File: src/sawdt_regs.svh
`ifndef SAWDT_REGS_SVH
`define SAWDT_REGS_SVH

// register byte offsets
`define SAWDT_CTRL_OFS 8'h00
`define SAWDT_PSTAT_OFS 8'h04
`define SAWDT_ISTAT_OFS 8'h08
`define SAWDT_IMASK_OFS 8'h0C
`define SAWDT_COUNT_OFS 8'h10

// control register fields
`define SAWDT_SWEN_BIT 0
`define SAWDT_SEL_LSB 1
`define SAWDT_SEL_MSB 5
`define SAWDT_SEL_MAX 5'h12
`define SAWDT_SEL_RST 5'h0B
`define SAWDT_SWEN_RST 1'h0

// processor status fields, both active low
`define SAWDT_EXPIRY_BIT 4
`define SAWDT_PDOWN_BIT 3
`define SAWDT_FLAG_RST 1'h1

// second configuration word mode field
`define SAWDT_MODE_HI_BIT 3
`define SAWDT_MODE_LO_BIT 2

// counter and prescale
`define SAWDT_CNT_W 23
`define SAWDT_BASE_LOG2 5

// interrupt events
`define SAWDT_EV_N 2
`define SAWDT_EV_RESET 0
`define SAWDT_EV_WAKE 1
`define SAWDT_MASK_RST 2'h0

`endif

File: src/sawdt_pkg.sv
`include "sawdt_regs.svh"

package sawdt_pkg;

  typedef enum logic [1:0] {
    SAWDT_MODE_OFF = 2'h0,
    SAWDT_MODE_SW = 2'h1,
    SAWDT_MODE_AWAKE = 2'h2,
    SAWDT_MODE_ON = 2'h3
  } sawdt_mode_t;

  typedef struct packed {
    logic [4:0] period_select;
    logic software_enable;
    logic expiry_flag_n;
    logic powerdown_flag_n;
    logic [`SAWDT_CNT_W-1:0] watchdog_counter;
    logic sleep_q;
    logic reset_pulse;
    logic wake_pulse;
    logic pready;
    logic pslverr;
    logic [31:0] prdata;
  } sawdt_state_t;

  typedef struct packed {
    logic [`SAWDT_EV_N-1:0] status;
    logic [`SAWDT_EV_N-1:0] mask;
    logic irq;
  } sawdt_irq_state_t;

endpackage : sawdt_pkg

File: src/sawdt_period.sv
`timescale 1ns/1ps
`include "sawdt_regs.svh"

module sawdt_period #(
  parameter int CNT_W = `SAWDT_CNT_W
) (
  input wire logic [4:0] sel_i,
  output logic [CNT_W-1:0] term_o
);

  logic [4:0] eff;

  // reserved codes fall back to the shortest interval
  assign eff = (sel_i > `SAWDT_SEL_MAX) ? 5'h00 : sel_i; // [RQ7]

  // terminal count is 2^(5+sel)-1; one compare per bit, no wide shifter
  genvar i;
  generate
    for (i = 0; i < CNT_W; i++)
    begin : g_term
      assign term_o[i] = (i < (`SAWDT_BASE_LOG2 + int'(eff))); // [RQ6]
    end
  endgenerate

endmodule : sawdt_period

File: src/sawdt_irq.sv
`timescale 1ns/1ps
`include "sawdt_regs.svh"

module sawdt_irq (
  input wire logic clk_i,
  input wire logic rst_i,
  input wire logic ce_i,
  input wire logic [`SAWDT_EV_N-1:0] event_i,
  input wire logic [`SAWDT_EV_N-1:0] clear_i,
  input wire logic mask_we_i,
  input wire logic [`SAWDT_EV_N-1:0] mask_i,
  output logic [`SAWDT_EV_N-1:0] status_o,
  output logic [`SAWDT_EV_N-1:0] mask_o,
  output logic irq_o
);

  sawdt_pkg::sawdt_irq_state_t st;
  sawdt_pkg::sawdt_irq_state_t next_st;

  always_comb
  begin
    next_st = st;
    // a new event beats a write-one-to-clear in the same cycle
    next_st.status = event_i | (st.status & ~clear_i);
    if (mask_we_i)
    begin
      next_st.mask = mask_i;
    end
    next_st.irq = |(next_st.status & next_st.mask);
  end

  always_ff @(posedge clk_i or posedge rst_i)
  begin
    if (rst_i)
    begin
      st <= '{status: '0, mask: `SAWDT_MASK_RST, irq: 1'b0};
    end
    else if (ce_i)
    begin
      st <= next_st;
    end
  end

  assign status_o = st.status;
  assign mask_o = st.mask;
  assign irq_o = st.irq;

endmodule : sawdt_irq

File: src/sawdt_top.sv
// Notes on behaviour
// RQ1: counter clears on reset, clear instruction, sleep entry, wake, osc fail, disable, startup.
// RQ2: sleep entry clears counter; if still enabled it counts on from zero.
// RQ3: sleep exit clears counter; held zero while startup timer runs.
// RQ4: timeout during sleep wakes the device and never resets it.
// RQ5: timeout updates active-low expiry and powerdown flags at bits 4 and 3.
// RQ6: period select bits 5..1; code 0 is 1:32, each step doubles to 1:8388608.
// RQ7: period codes 10011 to 11111 act as the shortest 1:32 interval.
// RQ8: after reset period select is 01011 (1:65536), software enable is zero.
// RQ9: software enable switches watchdog only in mode 01; ignored otherwise.
// RQ10: interval counts low-frequency oscillator cycles, not system clocks.
// RQ11: control bits 7 and 6 always read zero.
// RQ12: mode field is config word bits 3 (high) and 2 (low).
// RQ13: mode 11 always on, 10 off in sleep, 00 always off.
// RQ14: timeout while awake and active raises a device reset.
// RQ15: firmware must clear the watchdog faster than the selected period.
// RQ16: free 23-bit counter; timeout when it reaches the selected terminal count.
//
// The APB interface to the registers and the address map were decided locally.
`timescale 1ns/1ps
`include "sawdt_regs.svh"

module sawdt_top (
  input wire logic CLK_I,
  input wire logic RST_I,
  input wire logic CE_I,
  input wire logic PSEL_I,
  input wire logic PENABLE_I,
  input wire logic PWRITE_I,
  input wire logic [7:0] PADDR_I,
  input wire logic [31:0] PWDATA_I,
  output logic [31:0] PRDATA_O,
  output logic PREADY_O,
  output logic PSLVERR_O,
  input wire logic LOW_FREQ_OSC_TICK_I,
  input wire logic CLEAR_WATCHDOG_I,
  input wire logic SLEEP_I,
  input wire logic WAKE_INT_I,
  input wire logic OSC_FAIL_I,
  input wire logic OSC_STARTUP_TIMER_RUN_I,
  input wire logic [7:0] SECOND_CONFIG_WORD_I,
  output logic WATCHDOG_RESET_O,
  output logic WAKE_O,
  output logic IRQ_O
);

  ////////////////////////////////////////////////////////////////////////////
  // state and helpers

  sawdt_pkg::sawdt_state_t st;
  sawdt_pkg::sawdt_state_t next_st;
  sawdt_pkg::sawdt_mode_t mode;
  logic [`SAWDT_CNT_W-1:0] term;
  logic active;
  logic sleep_entry;
  logic sleep_exit;
  logic clear_cnt;
  logic timeout;
  logic bus_write;
  logic bus_read;
  logic addr_ok;
  logic [`SAWDT_EV_N-1:0] ev_status;
  logic [`SAWDT_EV_N-1:0] ev_mask;
  logic [`SAWDT_EV_N-1:0] ev_set;
  logic [`SAWDT_EV_N-1:0] ev_clr;
  logic mask_we;
  logic [31:0] rd_val;

  ////////////////////////////////////////////////////////////////////////////
  // mode and enable

  // configuration is static; taken straight from the word each cycle
  assign mode = sawdt_pkg::sawdt_mode_t'({SECOND_CONFIG_WORD_I[`SAWDT_MODE_HI_BIT],
                                          SECOND_CONFIG_WORD_I[`SAWDT_MODE_LO_BIT]}); // [RQ12]

  always_comb
  begin
    case (mode)
      sawdt_pkg::SAWDT_MODE_ON:
      begin
        active = 1'b1; // [RQ13]
      end
      sawdt_pkg::SAWDT_MODE_AWAKE:
      begin
        active = ~SLEEP_I; // [RQ13]
      end
      sawdt_pkg::SAWDT_MODE_SW:
      begin
        active = st.software_enable; // [RQ9]
      end
      default:
      begin
        active = 1'b0; // [RQ13] [RQ9]
      end
    endcase
  end

  ////////////////////////////////////////////////////////////////////////////
  // prescale terminal count

  sawdt_period #(
    .CNT_W(`SAWDT_CNT_W)
  ) u_period (
    .sel_i(st.period_select),
    .term_o(term)
  );

  ////////////////////////////////////////////////////////////////////////////
  // counter clear and timeout

  assign sleep_entry = SLEEP_I & ~st.sleep_q;
  assign sleep_exit = ~SLEEP_I & st.sleep_q;

  // startup timer hold also covers the window after wake-up
  assign clear_cnt = CLEAR_WATCHDOG_I | sleep_entry | sleep_exit | WAKE_INT_I
                   | OSC_FAIL_I | ~active | OSC_STARTUP_TIMER_RUN_I; // [RQ1] [RQ2] [RQ3]

  // only oscillator ticks advance time; system clock rate is irrelevant
  assign timeout = ~clear_cnt & LOW_FREQ_OSC_TICK_I
                 & (st.watchdog_counter == term); // [RQ10] [RQ16]

  ////////////////////////////////////////////////////////////////////////////
  // bus decode

  assign bus_write = PSEL_I & PENABLE_I & st.pready & PWRITE_I;
  assign bus_read = PSEL_I & PENABLE_I & ~st.pready & ~PWRITE_I;

  always_comb
  begin
    addr_ok = 1'b1;
    rd_val = 32'h0000_0000;
    case (PADDR_I)
      `SAWDT_CTRL_OFS:
      begin
        // upper two bits stay zero
        rd_val[`SAWDT_SEL_MSB:`SAWDT_SEL_LSB] = st.period_select; // [RQ11]
        rd_val[`SAWDT_SWEN_BIT] = st.software_enable;
      end
      `SAWDT_PSTAT_OFS:
      begin
        rd_val[`SAWDT_EXPIRY_BIT] = st.expiry_flag_n;
        rd_val[`SAWDT_PDOWN_BIT] = st.powerdown_flag_n;
      end
      `SAWDT_ISTAT_OFS:
      begin
        rd_val[`SAWDT_EV_N-1:0] = ev_status;
      end
      `SAWDT_IMASK_OFS:
      begin
        rd_val[`SAWDT_EV_N-1:0] = ev_mask;
      end
      `SAWDT_COUNT_OFS:
      begin
        rd_val[`SAWDT_CNT_W-1:0] = st.watchdog_counter;
      end
      default:
      begin
        addr_ok = 1'b0;
      end
    endcase
  end

  assign ev_clr = (bus_write && PADDR_I == `SAWDT_ISTAT_OFS) ?
                  PWDATA_I[`SAWDT_EV_N-1:0] : '0;
  assign mask_we = bus_write && (PADDR_I == `SAWDT_IMASK_OFS);

  ////////////////////////////////////////////////////////////////////////////
  // next state

  always_comb
  begin
    next_st = st;
    next_st.sleep_q = SLEEP_I;
    next_st.reset_pulse = 1'b0;
    next_st.wake_pulse = 1'b0;

    // one wait state: ready rises the cycle after the access phase starts
    next_st.pready = PSEL_I & PENABLE_I & ~st.pready;
    if (PSEL_I & PENABLE_I & ~st.pready)
    begin
      next_st.pslverr = ~addr_ok;
      next_st.prdata = bus_read ? rd_val : 32'h0000_0000;
    end
    else if (st.pready)
    begin
      next_st.pslverr = 1'b0;
      next_st.prdata = 32'h0000_0000;
    end

    if (bus_write && PADDR_I == `SAWDT_CTRL_OFS)
    begin
      next_st.period_select = PWDATA_I[`SAWDT_SEL_MSB:`SAWDT_SEL_LSB]; // [RQ6]
      next_st.software_enable = PWDATA_I[`SAWDT_SWEN_BIT];
    end

    // counter
    if (clear_cnt)
    begin
      next_st.watchdog_counter = '0; // [RQ1] [RQ3]
    end
    else if (timeout)
    begin
      next_st.watchdog_counter = '0; // [RQ16]
    end
    else if (LOW_FREQ_OSC_TICK_I)
    begin
      next_st.watchdog_counter = st.watchdog_counter + 1'b1; // [RQ2] [RQ10]
    end

    // status flags
    if (CLEAR_WATCHDOG_I)
    begin
      next_st.expiry_flag_n = 1'b1;
      next_st.powerdown_flag_n = 1'b1;
    end
    if (sleep_entry)
    begin
      next_st.expiry_flag_n = 1'b1;
      next_st.powerdown_flag_n = 1'b0;
    end
    if (timeout)
    begin
      next_st.expiry_flag_n = 1'b0; // [RQ5]
      if (SLEEP_I)
      begin
        next_st.powerdown_flag_n = 1'b0; // [RQ5]
        next_st.wake_pulse = 1'b1; // [RQ4]
      end
      else
      begin
        next_st.reset_pulse = 1'b1; // [RQ14]
      end
    end
  end

  ////////////////////////////////////////////////////////////////////////////
  // registers

  always_ff @(posedge CLK_I or posedge RST_I)
  begin
    if (RST_I)
    begin
      st <= '{period_select: `SAWDT_SEL_RST,
              software_enable: `SAWDT_SWEN_RST,
              expiry_flag_n: `SAWDT_FLAG_RST,
              powerdown_flag_n: `SAWDT_FLAG_RST,
              watchdog_counter: '0,
              sleep_q: 1'b0,
              reset_pulse: 1'b0,
              wake_pulse: 1'b0,
              pready: 1'b0,
              pslverr: 1'b0,
              prdata: 32'h0000_0000}; // [RQ8] [RQ1]
    end
    else if (CE_I)
    begin
      st <= next_st;
    end
  end

  ////////////////////////////////////////////////////////////////////////////
  // interrupts

  assign ev_set = {timeout & SLEEP_I, timeout & ~SLEEP_I};

  sawdt_irq u_irq (
    .clk_i(CLK_I),
    .rst_i(RST_I),
    .ce_i(CE_I),
    .event_i(ev_set),
    .clear_i(ev_clr),
    .mask_we_i(mask_we),
    .mask_i(PWDATA_I[`SAWDT_EV_N-1:0]),
    .status_o(ev_status),
    .mask_o(ev_mask),
    .irq_o(IRQ_O)
  );

  assign PRDATA_O = st.prdata;
  assign PREADY_O = st.pready;
  assign PSLVERR_O = st.pslverr;
  assign WATCHDOG_RESET_O = st.reset_pulse;
  assign WAKE_O = st.wake_pulse;
endmodule : sawdt_top

File: config.mk
export PLATFORM = sky130hd
export DESIGN_NAME = sawdt_top
export DESIGN_NICKNAME = d
export VERILOG_FILES = /design/src/sawdt_pkg.sv /design/src/sawdt_period.sv /design/src/sawdt_irq.sv /design/src/sawdt_top.sv
export VERILOG_INCLUDE_DIRS = /design/src
export SDC_FILE = /design/constraint.sdc
export NUM_CORES = 1
export LEC_CHECK = 0
export BUFFER_PORTS_ARGS = -buffer_cell sky130_fd_sc_hd__buf_2
export CAP_MARGIN = 20
export CORE_MARGIN = 3
export CORE_UTILIZATION = 40
export CTS_CLUSTER_DIAMETER = 30
export CTS_CLUSTER_SIZE = 14
export DETAILED_ROUTE_END_ITERATION = 7
export PLACE_DENSITY_LB_ADDON = 0.25
export REMOVE_ABC_BUFFERS = 1
export SETUP_SLACK_MARGIN = 0.3
export SYNTH_ARGS = -nofsm -noshare
export SYNTH_HDL_FRONTEND = slang
export SYNTH_SLANG_ARGS = --single-unit
File: constraint.sdc
create_clock -name CLK_I -period 9 [get_ports CLK_I]
set_clock_uncertainty 0.1 [all_clocks]
set_input_delay 0.45 -clock CLK_I [delete_from_list [all_inputs] [get_ports CLK_I]]
set_output_delay 0.45 -clock CLK_I [all_outputs]
set_load 0.02 [all_outputs]
# After elaboration in Yosys (flattened, before gate mapping)
# Cells that the tools add are included.
# classes
addsub	2
order_cmp	24
n_eq_ne	8
muxes	23
bitwise_logic	28
reduce_logical	13
# ops
op	n
$lt 5x32->1 const A	8
$lt 6x32->1 const A	7
$lt 4x32->1 const A	4
$mux 23	4
$mux 33	2
$lt 3x32->1 const A	2
$lt 1x32->1 const A	1
$lt 2x32->1 const A	1
$add 23x1->23 const B	1
$eq 23x23->1	1
$mux 17	1
$eq 8x4->1 const B	2
$mux 2	6
$and 1x1->1	11
$eq 8x3->1 const B	1
$eq 8x5->1 const B	1
$logic_not 8->1	1
$pmux 2 s4	1
$reduce_and 2->1	4
$not 1->1	7
$add 3x5->6 const A	1
$or 1x1->1	6
$pmux 2 s3	1
$reduce_bool 3->1	2
other kinds (14)	22
# totals
reg_bits	73
inputBits	60
out_inout_bits	37
word_cells	112

# Longest topological paths before layout
# Gate-level depths: netlist (run 1).
# depth
depth_word	15
ltp_mapped	17
mapped_depth_nobuf	13

# Hierarchy
# From an unflattened synthesis (run 1), not the netlist that was laid out.
# unflattened
hier_cells	499
area_unflattened_um2	4464.3
# modules_own_cells
module	n_inst	cells_per_inst	area_per_inst_um2
sawdt_top	1	375	3559.7
sawdt_period	1	100	651.9
sawdt_irq	1	24	252.7

# Worst setup path before layout (run 1)
# No wires, ideal clock.
# synth_timing
path_kind	reg-to-reg
startpoint	reg st[65] (netlist name)
endpoint	reg st[59] (netlist name)
setup_time_ps	132
t_arrival_ps	3142
t_required_ps	8768
path_slack_ps	5626
stages_incl_launch_ff	16
period_less_slack_ps	3374
cell_sequence	dfrtp_1 buf_6 or2_2 o21ai_0 and2_1 ha_1 clkbuf_1 nand2_1 mux2i_1 nand2_1 a2111o_1 a32oi_2 nand4_2 buf_6 a221oi_2 o41ai_1
# synth_between
elab_chain_len	8
word_cells_on_any_way	32
cone_classes	add/sub (1); order compare (24); eq/ne (1); mux (3); bitwise (1); reduce/logical (2)
# synth_rtl
element	line	source
start: declaration	sawdt_top.sv:50	sawdt_pkg::sawdt_state_t st;
start signal: assignment	sawdt_top.sv:243	st <= '{period_select: `SAWDT_SEL_RST,
start signal: assignment	sawdt_top.sv:257	st <= next_st;
$gt 5x5->1 (no source line)	--	
$mux 5 *	sawdt_period.sv:14	assign eff = (sel_i > `SAWDT_SEL_MAX) ? 5'h00 : sel_i;
$add 3x5->6 (no source line) *	--	
$lt 1x32->1, or another cell as far along	sawdt_period.sv:21	assign term_o[i] = (i < (`SAWDT_BASE_LOG2 + int'(eff)));
$eq 23x23->1 *	sawdt_top.sv:120	& (st.watchdog_counter == term);
$and 1x1->1 *	sawdt_top.sv:120	
$reduce_bool 3->1 (no source line) or $mux 23 (tied branches)	--	
$reduce_and 2->1 (no source line) or $mux 23 (tied branches)	--	
# Every way passes the cells marked *; elsewhere a longest branch is shown, timed or not.
# A chain may end at the register's enable or synchronous reset.

# Final worst setup path (run 1)
# layout_timing
startpoint	reg st[65] (netlist name)
endpoint	reg st[46] (netlist name)
# Same word-level chain as after synthesis.

==> impl_results.md, run 1 <==
* Fraction of final layout cells sized beyond drive strength 1 at 0.2139
* Signal arrival time at the worst endpoint at 5.14 ns
* # hold bufs at CTS at 0
* Pin count of the biggest net entering global routing at 65
* Commonest register cell after synthesis: sky130_fd_sc_hd__dfrtp_1
* Initial Utilization at 0.4188
* Final net count at 591
* Most frequent cells after synthesis: sky130_fd_sc_hd__dfrtp_1, sky130_fd_sc_hd__nand2_1, sky130_fd_sc_hd__buf_4, sky130_fd_sc_hd__o21ai_0, sky130_fd_sc_hd__clkbuf_1
* Worst Setup Path Type: reg2reg
* Share of the yosys chip area belonging to registers at 0.3451
* Number of failing hold endpoints at the final stage at 0
* Number of buffers added by the clock tree synthesis step at 9
* Wire length of the first global-routing pass at 19.69 mm
* Number of gates given a new drive strength after cts at 0
* Number of violations of the max-capacitance limit at 0
* Synthesized area per cell at 8.808 sq um
* Num rows at 38
* Die area at 12980 sq um
* Core Area at 11130 sq um
* Number of vias in the routed layout at 4057
* Clock transition at the registers of the reported paths at 0.06 ns
* Routed wire per std cell at 18.31 um
* Startpoint types: flip-flop
* Drt pass-1 iters at 5
* Clock root buffer master: sky130_fd_sc_hd__clkbuf_16
* Fmax at 198.0 MHz
* Accumulated negative setup slack at 0 ns
* Synthesis-stage register bit count at 64
* Final Routed Wirelength at 12.33 mm
* Overflow left after global routing at 0
* Min-Delay Path Class: in2reg
* Post-Syn Instances at 529
* DRC violation count after routing at 0
* Crit path time final at 5.050 ns
* Post-route core utilization at 0.4476
* Count of unique library cells instantiated by Yosys at 78
* Synthesized area at 4659 sq um
* Maximum buffer depth of the clock tree at 2
* Overall die width at 113.9 um
* Post-detailed-placement half-perimeter wirelength at 8.701 mm
* Via count of the first global-routing pass at 3662
* Total number of clock tree sinks at 64
* Number of enable flip-flop cells after synthesis at 0
* Height of the chip at 113.9 um
* H-Tree Level Count at 3
* Final period utilization at 0.5611
* Number of diodes added for antenna fixing at 0
* Initial drt markers at 271
* Worst supply voltage drop on vdd at 0.0001009 V
* Leakage component of the power at 0.002113 uW
* YS warnings at 0
* Most numerous cell in the Yosys netlist: sky130_fd_sc_hd__dfrtp_1
* I/O pins at 97
* CTS tree: yes
* Clock latency reported for the late side of the worst-skew pair at 0.34 ns
* Total Routing Usage GR at 0.1918
* Rel. slew slack at 0.3374
* Slew @ Worst Pin at 0.9914 ns
* Top cell type's share of synthesized area at 0.3169
* Setup violations, final at 0
* Run status: finished clean
* Via density per instance at 6.028
* Post-CTS setup buffer count at 0
* Top area cells in the synthesized netlist: sky130_fd_sc_hd__dfrtp_1, sky130_fd_sc_hd__buf_4, sky130_fd_sc_hd__nand2_1, sky130_fd_sc_hd__a22o_1, sky130_fd_sc_hd__o21ai_0
* Endpoint required time on the critical path at 9.09 ns
* Weighted congestion at the end of routability-driven global placement at 0.9326
* Final Slew Violations at 0
* Total power divided by cell area at 133.2 nW/um^2
* Unrepaired setup endpoints after global routing: false
* Peak fanout along the critical path at 19
* Kind of capture point of the worst setup path: flip-flop
* Antenna violations before repair at 0
* Share of flip-flops with an asynchronous set or reset after synthesis at 1.000
* Area leader, netlist: sky130_fd_sc_hd__dfrtp_1
* Synthesis-to-layout area growth at 6.874%
* Number of buffers inserted by port buffering at 55
* Number of routed nets with antenna violations at 0
==> report_power, final <==
| part | internal, uW | switching [uW] |
|---|---|---|
| Combinational | 11.0 | 27.3 |
| Sequential | 291 | 2.49 |
| Clock | 195 | 137 |
==> through the flow <==
stage | instances | area, sq um | setup WS, ns | hold slack, ns | total power [uW]
2_1_floorplan | 458 | 4223 | 5.118 | 0.3871 | 318.4
3_3_place_gp | 657 | 4703 | 3.983 | 0.3614 | 335.4
3_5_place_dp | 657 | 4703 | 4.013 | 0.3773 | 336.7
4_1_cts | 673 | 4980 | 4.000 | 0.2378 | 668.6
5_1_grt | 673 | 4980 | 3.570 | 0.2388 | 681.8
6_report | 673 | 4980 | 3.950 | 0.2415 | 663.1
==> flip-flops by register name (all words and copies together) (netlist names), 2 cells and up <==
name / cells
st: 32
u_irq.status_o: 2
u_irq.mask_o: 2
PRDATA_O: 23
==> layer usage <==
metal  wire length, um  vias up  GRT usage
li1                  -     1921          -
met1              5836     2004     0.2798
met2              5671      121     0.2920
met3               694       11    0.03820
met4               123        0    0.04671
met5                 0        -          0
==> logic make-up after synthesis <==
group	Yosys count	share of synthesized area
AOI/OAI and AO/OA	164	0.2607
adders and majority gates	3	0.008057
xor gates and xnor gates	9	0.01692
muxes	23	0.05424
buffers and inverters	95	0.1130
and+or+nand+nor	170	0.2011
other	1	0.0008048
DFF	64	0.3451
==> cell usage in the layout, fill, tap and decap left out, types with 5 or more instances in the layout <==
master	synthesis	layout
sky130_fd_sc_hd__mux2_2	8	8
sky130_fd_sc_hd__conb_1	1	9
sky130_fd_sc_hd__a21oi_1	18	18
sky130_fd_sc_hd__xnor2_1	5	5
sky130_fd_sc_hd__nor2_1	19	19
sky130_fd_sc_hd__a22o_1	21	21
sky130_fd_sc_hd__nand2b_1	5	5
sky130_fd_sc_hd__and3_1	5	5
sky130_fd_sc_hd__clkbuf_16	0	9
sky130_fd_sc_hd__nand2_1	55	55
sky130_fd_sc_hd__o31ai_1	9	9
sky130_fd_sc_hd__o21ai_1	5	5
sky130_fd_sc_hd__a21o_1	5	5
sky130_fd_sc_hd__nor3_1	13	13
sky130_fd_sc_hd__a41oi_1	8	8
sky130_fd_sc_hd__o21ai_0	36	36
sky130_fd_sc_hd__o41ai_1	5	5
sky130_fd_sc_hd__o22ai_1	5	5
sky130_fd_sc_hd__inv_1	16	15
sky130_fd_sc_hd__nand3_1	24	24
sky130_fd_sc_hd__buf_2	9	55
sky130_fd_sc_hd__or4_1	6	6
sky130_fd_sc_hd__dfstp_2	5	5
sky130_fd_sc_hd__o211ai_1	10	10
sky130_fd_sc_hd__mux2i_1	14	14
sky130_fd_sc_hd__dfrtp_1	59	59
==> worst max-delay path: stages (launching register included) <==
cell	delay [ns]
sky130_fd_sc_hd__dfrtp_1	0.59
sky130_fd_sc_hd__or2_2	0.41
sky130_fd_sc_hd__o21ai_0	0.13
sky130_fd_sc_hd__and2_1	0.17
sky130_fd_sc_hd__ha_1	0.58
sky130_fd_sc_hd__inv_1	0.18
sky130_fd_sc_hd__xnor2_1	0.49
sky130_fd_sc_hd__nand3_1	0.13
sky130_fd_sc_hd__a2111o_1	0.47
sky130_fd_sc_hd__a32oi_2	0.24
sky130_fd_sc_hd__nand4_2	0.44
sky130_fd_sc_hd__nor2b_1	0.76
sky130_fd_sc_hd__o21ai_0	0.19
==> path summary, 6_finish.rpt <==
kind / from / end / slack, ns / cells past startpoint
hold reg to reg: WAKE_O / WAKE_O / 0.39 / 1
min in group asynchronous: RST_I / st[41] / 0.26 / 3
setup / recovery: st[65] / st[46] / 3.95 / 12
hold / removal: PWDATA_I[5] / st[67] / 0.24 / 2
max in group asynchronous: RST_I / PRDATA_O[15] / 8.02 / 3
setup reg to reg: st[65] / st[46] / 3.95 / 12
==> final cells by class <==
| cell class | count | area (sq um) |
|---|---|---|
| sequential | 64 | 1608 |
| clock inverter | 4 | 30.03 |
| multi-input combinational | 378 | 2555 |
| timing repair buffer | 59 | 305.3 |
| tap | 140 | 175.2 |
| fill | 1083 | 6146 |
| clock buffer | 12 | 246.5 |
| inverter | 16 | 60.06 |
(Power assumes the default switching activity.)
==> run 2: changes to the inputs <==
ABC_AREA = 1   (was not set)
clock period = 5.1 ns   (was 9 ns; I/O delays follow)
==> run 2 against run 1 <==
Fmax increased by 41%. Clock power increased by 36%. Sequential share of layout area increased by 2.9 points. Synthesized cell count increased by 12%. Global-route usage increased by 0.46 points. Sequential power increased by 77%. Critical path depth increased by 5. First-iteration DRC count decreased by 13%. Utilization increased by 0.79 points. Critical path type unchanged. Highest routed layer unchanged.
==> impl_results.md, run 2 <==
* Post-route cell area at 4576 sq um (-8.1%)
* Number of gates given a new drive strength after cts at 0 (unchanged)
* Top area cells in the synthesized netlist: sky130_fd_sc_hd__dfrtp_1, sky130_fd_sc_hd__nand2_1, sky130_fd_sc_hd__nand3_1, sky130_fd_sc_hd__buf_4, sky130_fd_sc_hd__inv_1
* Worst supply voltage drop on vdd at 0.0001068 V (+5.8%)
* Number of routed nets with antenna violations at 0 (unchanged)
* Clock transition at the registers of the reported paths at 0.08 ns (+0.02 ns)
* Total Routing Usage GR at 0.1964 (+0.004612)
* Post-Syn Instances at 590 (+12%)
* Most frequent cells after synthesis: sky130_fd_sc_hd__nand2_1, sky130_fd_sc_hd__dfrtp_1, sky130_fd_sc_hd__inv_1
* Share of the yosys chip area belonging to registers at 0.3802 (+0.03512)
* Accumulated negative setup slack at 0 ns (unchanged)
* Most flops, register: st
* Number of vias in the routed layout at 3915 (-3.5%)
* Via density per instance at 5.172 (-14%)
* Synthesized area at 4229 sq um (-9.2%)
* Endpoint required time on the critical path at 5.20 ns (-3.89 ns)
* Post-CTS setup buffer count at 0 (unchanged)
* Wire length of the first global-routing pass at 18.15 mm (-7.8%)
* Met2 Usage GRT at 0.3036 (+0.01166)
* Number of buffers inserted by port buffering at 55 (unchanged)
* Rel. slew slack at 0.4437 (+0.1063)
* DRC violation count after routing at 0 (unchanged)
* Share of flip-flops with an asynchronous set or reset after synthesis at 1.000 (unchanged)
* Fmax at 278.2 MHz (+41%)
* Final period utilization at 0.7047 (+0.1436)
* Final net count at 682 (+15%)
* Area leader, netlist: sky130_fd_sc_hd__dfrtp_1
* Number of violations of the max-capacitance limit at 0 (unchanged)
* Synthesis-stage register bit count at 64 (unchanged)
* Placed cell area at 4377 sq um (-6.9%)
* Count of unique library cells instantiated by Yosys at 38 (-51%)
* Height of the chip at 108.8 um (-4.5%)
* Storage element area at 1608 sq um (unchanged)
* Final Routed Wirelength at 11.07 mm (-10%)
* Drt pass-1 iters at 5 (unchanged)
* Busiest grt layer: met2
* Via count of the first global-routing pass at 3668 (+0.16%)
* Commonest non-fill, non-tap cells in the layout: sky130_fd_sc_hd__nand2_1, sky130_fd_sc_hd__dfrtp_1, sky130_fd_sc_hd__inv_1
* Crit path time final at 3.594 ns (-1.456 ns)
* Setup violations, final at 0 (unchanged)
* Max reg flops at 32 (unchanged)
* Kind of capture point of the worst setup path: flip-flop
* Slew @ Worst Pin at 0.8335 ns (-0.1580 ns)
* Total power divided by cell area at 226.4 nW/um^2 (+70%)
* Total number of clock tree sinks at 64 (unchanged)
* Number of buffers added by the clock tree synthesis step at 9 (unchanged)
* Number of failing hold endpoints at the final stage at 0 (unchanged)
* Number of diodes added for antenna fixing at 0 (unchanged)
* Startpoint types: flip-flop
* Maximum buffer depth of the clock tree at 2 (unchanged)
* Routed wire per std cell at 14.63 um (-20%)
* Total power draw at 1036 uW (+56%)
* Worst Setup Path Type: reg2reg
* # hold bufs at CTS at 0 (unchanged)
* Commonest non-fill, non-tap cell in the layout: sky130_fd_sc_hd__nand2_1
* Signal arrival time at the worst endpoint at 3.69 ns (-1.45 ns)
* Synthesis-to-layout area growth at 8.195%
* Die area at 11840 sq um (-8.8%)
* Run status: finished clean
* Unrepaired setup endpoints after global routing: false
* CTS tree: yes
* Leakage component of the power at 0.002257 uW (+6.8%)
* Initial Utilization at 0.4210 (+0.002223)
* Top cell type's share of synthesized area at 0.3491 (+0.03225)
* Number of fill cells in the layout at 1061 (-2.0%)
* I/O pins at 97 (unchanged)
* Core Area at 10040 sq um (-9.7%)
* Peak fanout along the critical path at 21 (+2)
* Antenna violations before repair at 0 (unchanged)
* Number of enable flip-flop cells after synthesis at 0 (unchanged)
* Min-Delay Path Class: in2reg
* Overflow left after global routing at 0 (unchanged)
* Weighted congestion at the end of routability-driven global placement at 0.9171 (-1.7%)
* Final Slew Violations at 0 (unchanged)
* Post-detailed-placement half-perimeter wirelength at 8.291 mm (-4.7%)
* Overall die width at 108.8 um (-4.5%)
* Fraction of final layout cells sized beyond drive strength 1 at 0.1506 (-0.06324)
* Commonest register cell after synthesis: sky130_fd_sc_hd__dfrtp_1
* Pin count of the biggest net entering global routing at 65 (unchanged)
* H-Tree Level Count at 3 (unchanged)
* Num rows at 36 (-5.3%)
* Fin Hold WS at 0.03819 ns (-0.2033 ns)
* Clock root buffer master: sky130_fd_sc_hd__clkbuf_8
* Clock latency reported for the late side of the worst-skew pair at 0.34 ns (about the same)
* Initial drt markers at 235 (-13%)
* Met3 Use GR at 0.04263 (+0.004432)
* Most numerous cell in the Yosys netlist: sky130_fd_sc_hd__nand2_1
* Area of the multi-input gates at 2095 sq um (-18%)
* Met1 global-route usage at 0.2800 (about the same)
* YS warnings at 0 (unchanged)
* Synthesized area per cell at 7.168 sq um (-19%)
## run 2: per-stage QoR
step	util	std cells	worst slack, ns
after global routing	0.4555	757	1.222
final	0.4555	757	1.506
after CTS	0.4555	757	1.525
after floorplan	-	552	2.279
after global placement	0.4357	741	1.640
after detailed placement	0.4357	741	1.560
## run 2: critical path, cell delays in order (launching register included)
cell,delay [ns]
sky130_fd_sc_hd__dfrtp_1,0.51
sky130_fd_sc_hd__nor2_2,0.20
sky130_fd_sc_hd__nand2_1,0.14
sky130_fd_sc_hd__a21oi_1,0.24
sky130_fd_sc_hd__ha_1,0.23
sky130_fd_sc_hd__inv_1,0.09
sky130_fd_sc_hd__nand2_1,0.09
sky130_fd_sc_hd__nand2_1,0.15
sky130_fd_sc_hd__nor2_1,0.27
sky130_fd_sc_hd__nand2_1,0.13
sky130_fd_sc_hd__nand3_1,0.13
sky130_fd_sc_hd__nand2_1,0.07
sky130_fd_sc_hd__nor2_1,0.12
sky130_fd_sc_hd__nand3_1,0.08
sky130_fd_sc_hd__nor2_1,0.19
sky130_fd_sc_hd__nand3_2,0.16
sky130_fd_sc_hd__nand2_2,0.39
sky130_fd_sc_hd__o22ai_1,0.15
## run 2: kinds of logic (layout without fill, tap and decap cells)
kind of cell | count (synthesis) | after routing | share of synthesized area
AO/OA/AOI/OAI | 82 | 82 | 0.1160
XOR/XNOR | 16 | 16 | 0.03314
adder cells (fa/ha/maj) | 3 | 3 | 0.008877
buffers and inverters | 106 | 132 | 0.1317
flip-flops | 64 | 64 | 0.3802
multiplexers | 4 | 4 | 0.01065
other | 1 | 9 | 0.0008867
AND/OR/NAND/NOR | 314 | 314 | 0.3186
## run 2: cell type report
cell class | instances | share of cell area
well taps | 133 | 0.03637
clock inverters | 4 | 0.01176
repair buffers | 56 | 0.06180
inverters | 60 | 0.04922
clock buffers | 12 | 0.03172
multi-input cells | 428 | 0.4578
flip-flops and latches | 64 | 0.3514
## run 2: per-layer routing
layer / vias to the layer above / wire length, um
li1: 1953 / -
met1: 1814 / 5338
met2: 136 / 4799
met3: 12 / 790
met4: 0 / 146
met5: - / 0
## run 2: power by group
| group | switching, uW | internal (uW) | total [uW] |
|---|---|---|---|
| combinational | 49.8 | 19.1 | 69.0 |
| sequential | 4.16 | 514 | 518 |
| clock | 208 | 241 | 449 |
## run 2: final timing paths
check / from / end / slack [ns] / cells past startpoint
min in group asynchronous: RST_I / st[65] / 0.05 / 3
hold reg to reg: PRDATA_O[18] / PRDATA_O[18] / 0.38 / 2
max in group asynchronous: RST_I / PRDATA_O[21] / 4.33 / 3
setup reg to reg: st[65] / st[56] / 1.51 / 17
setup / recovery: st[65] / st[56] / 1.51 / 17
hold / removal: PWDATA_I[3] / st[65] / 0.04 / 2
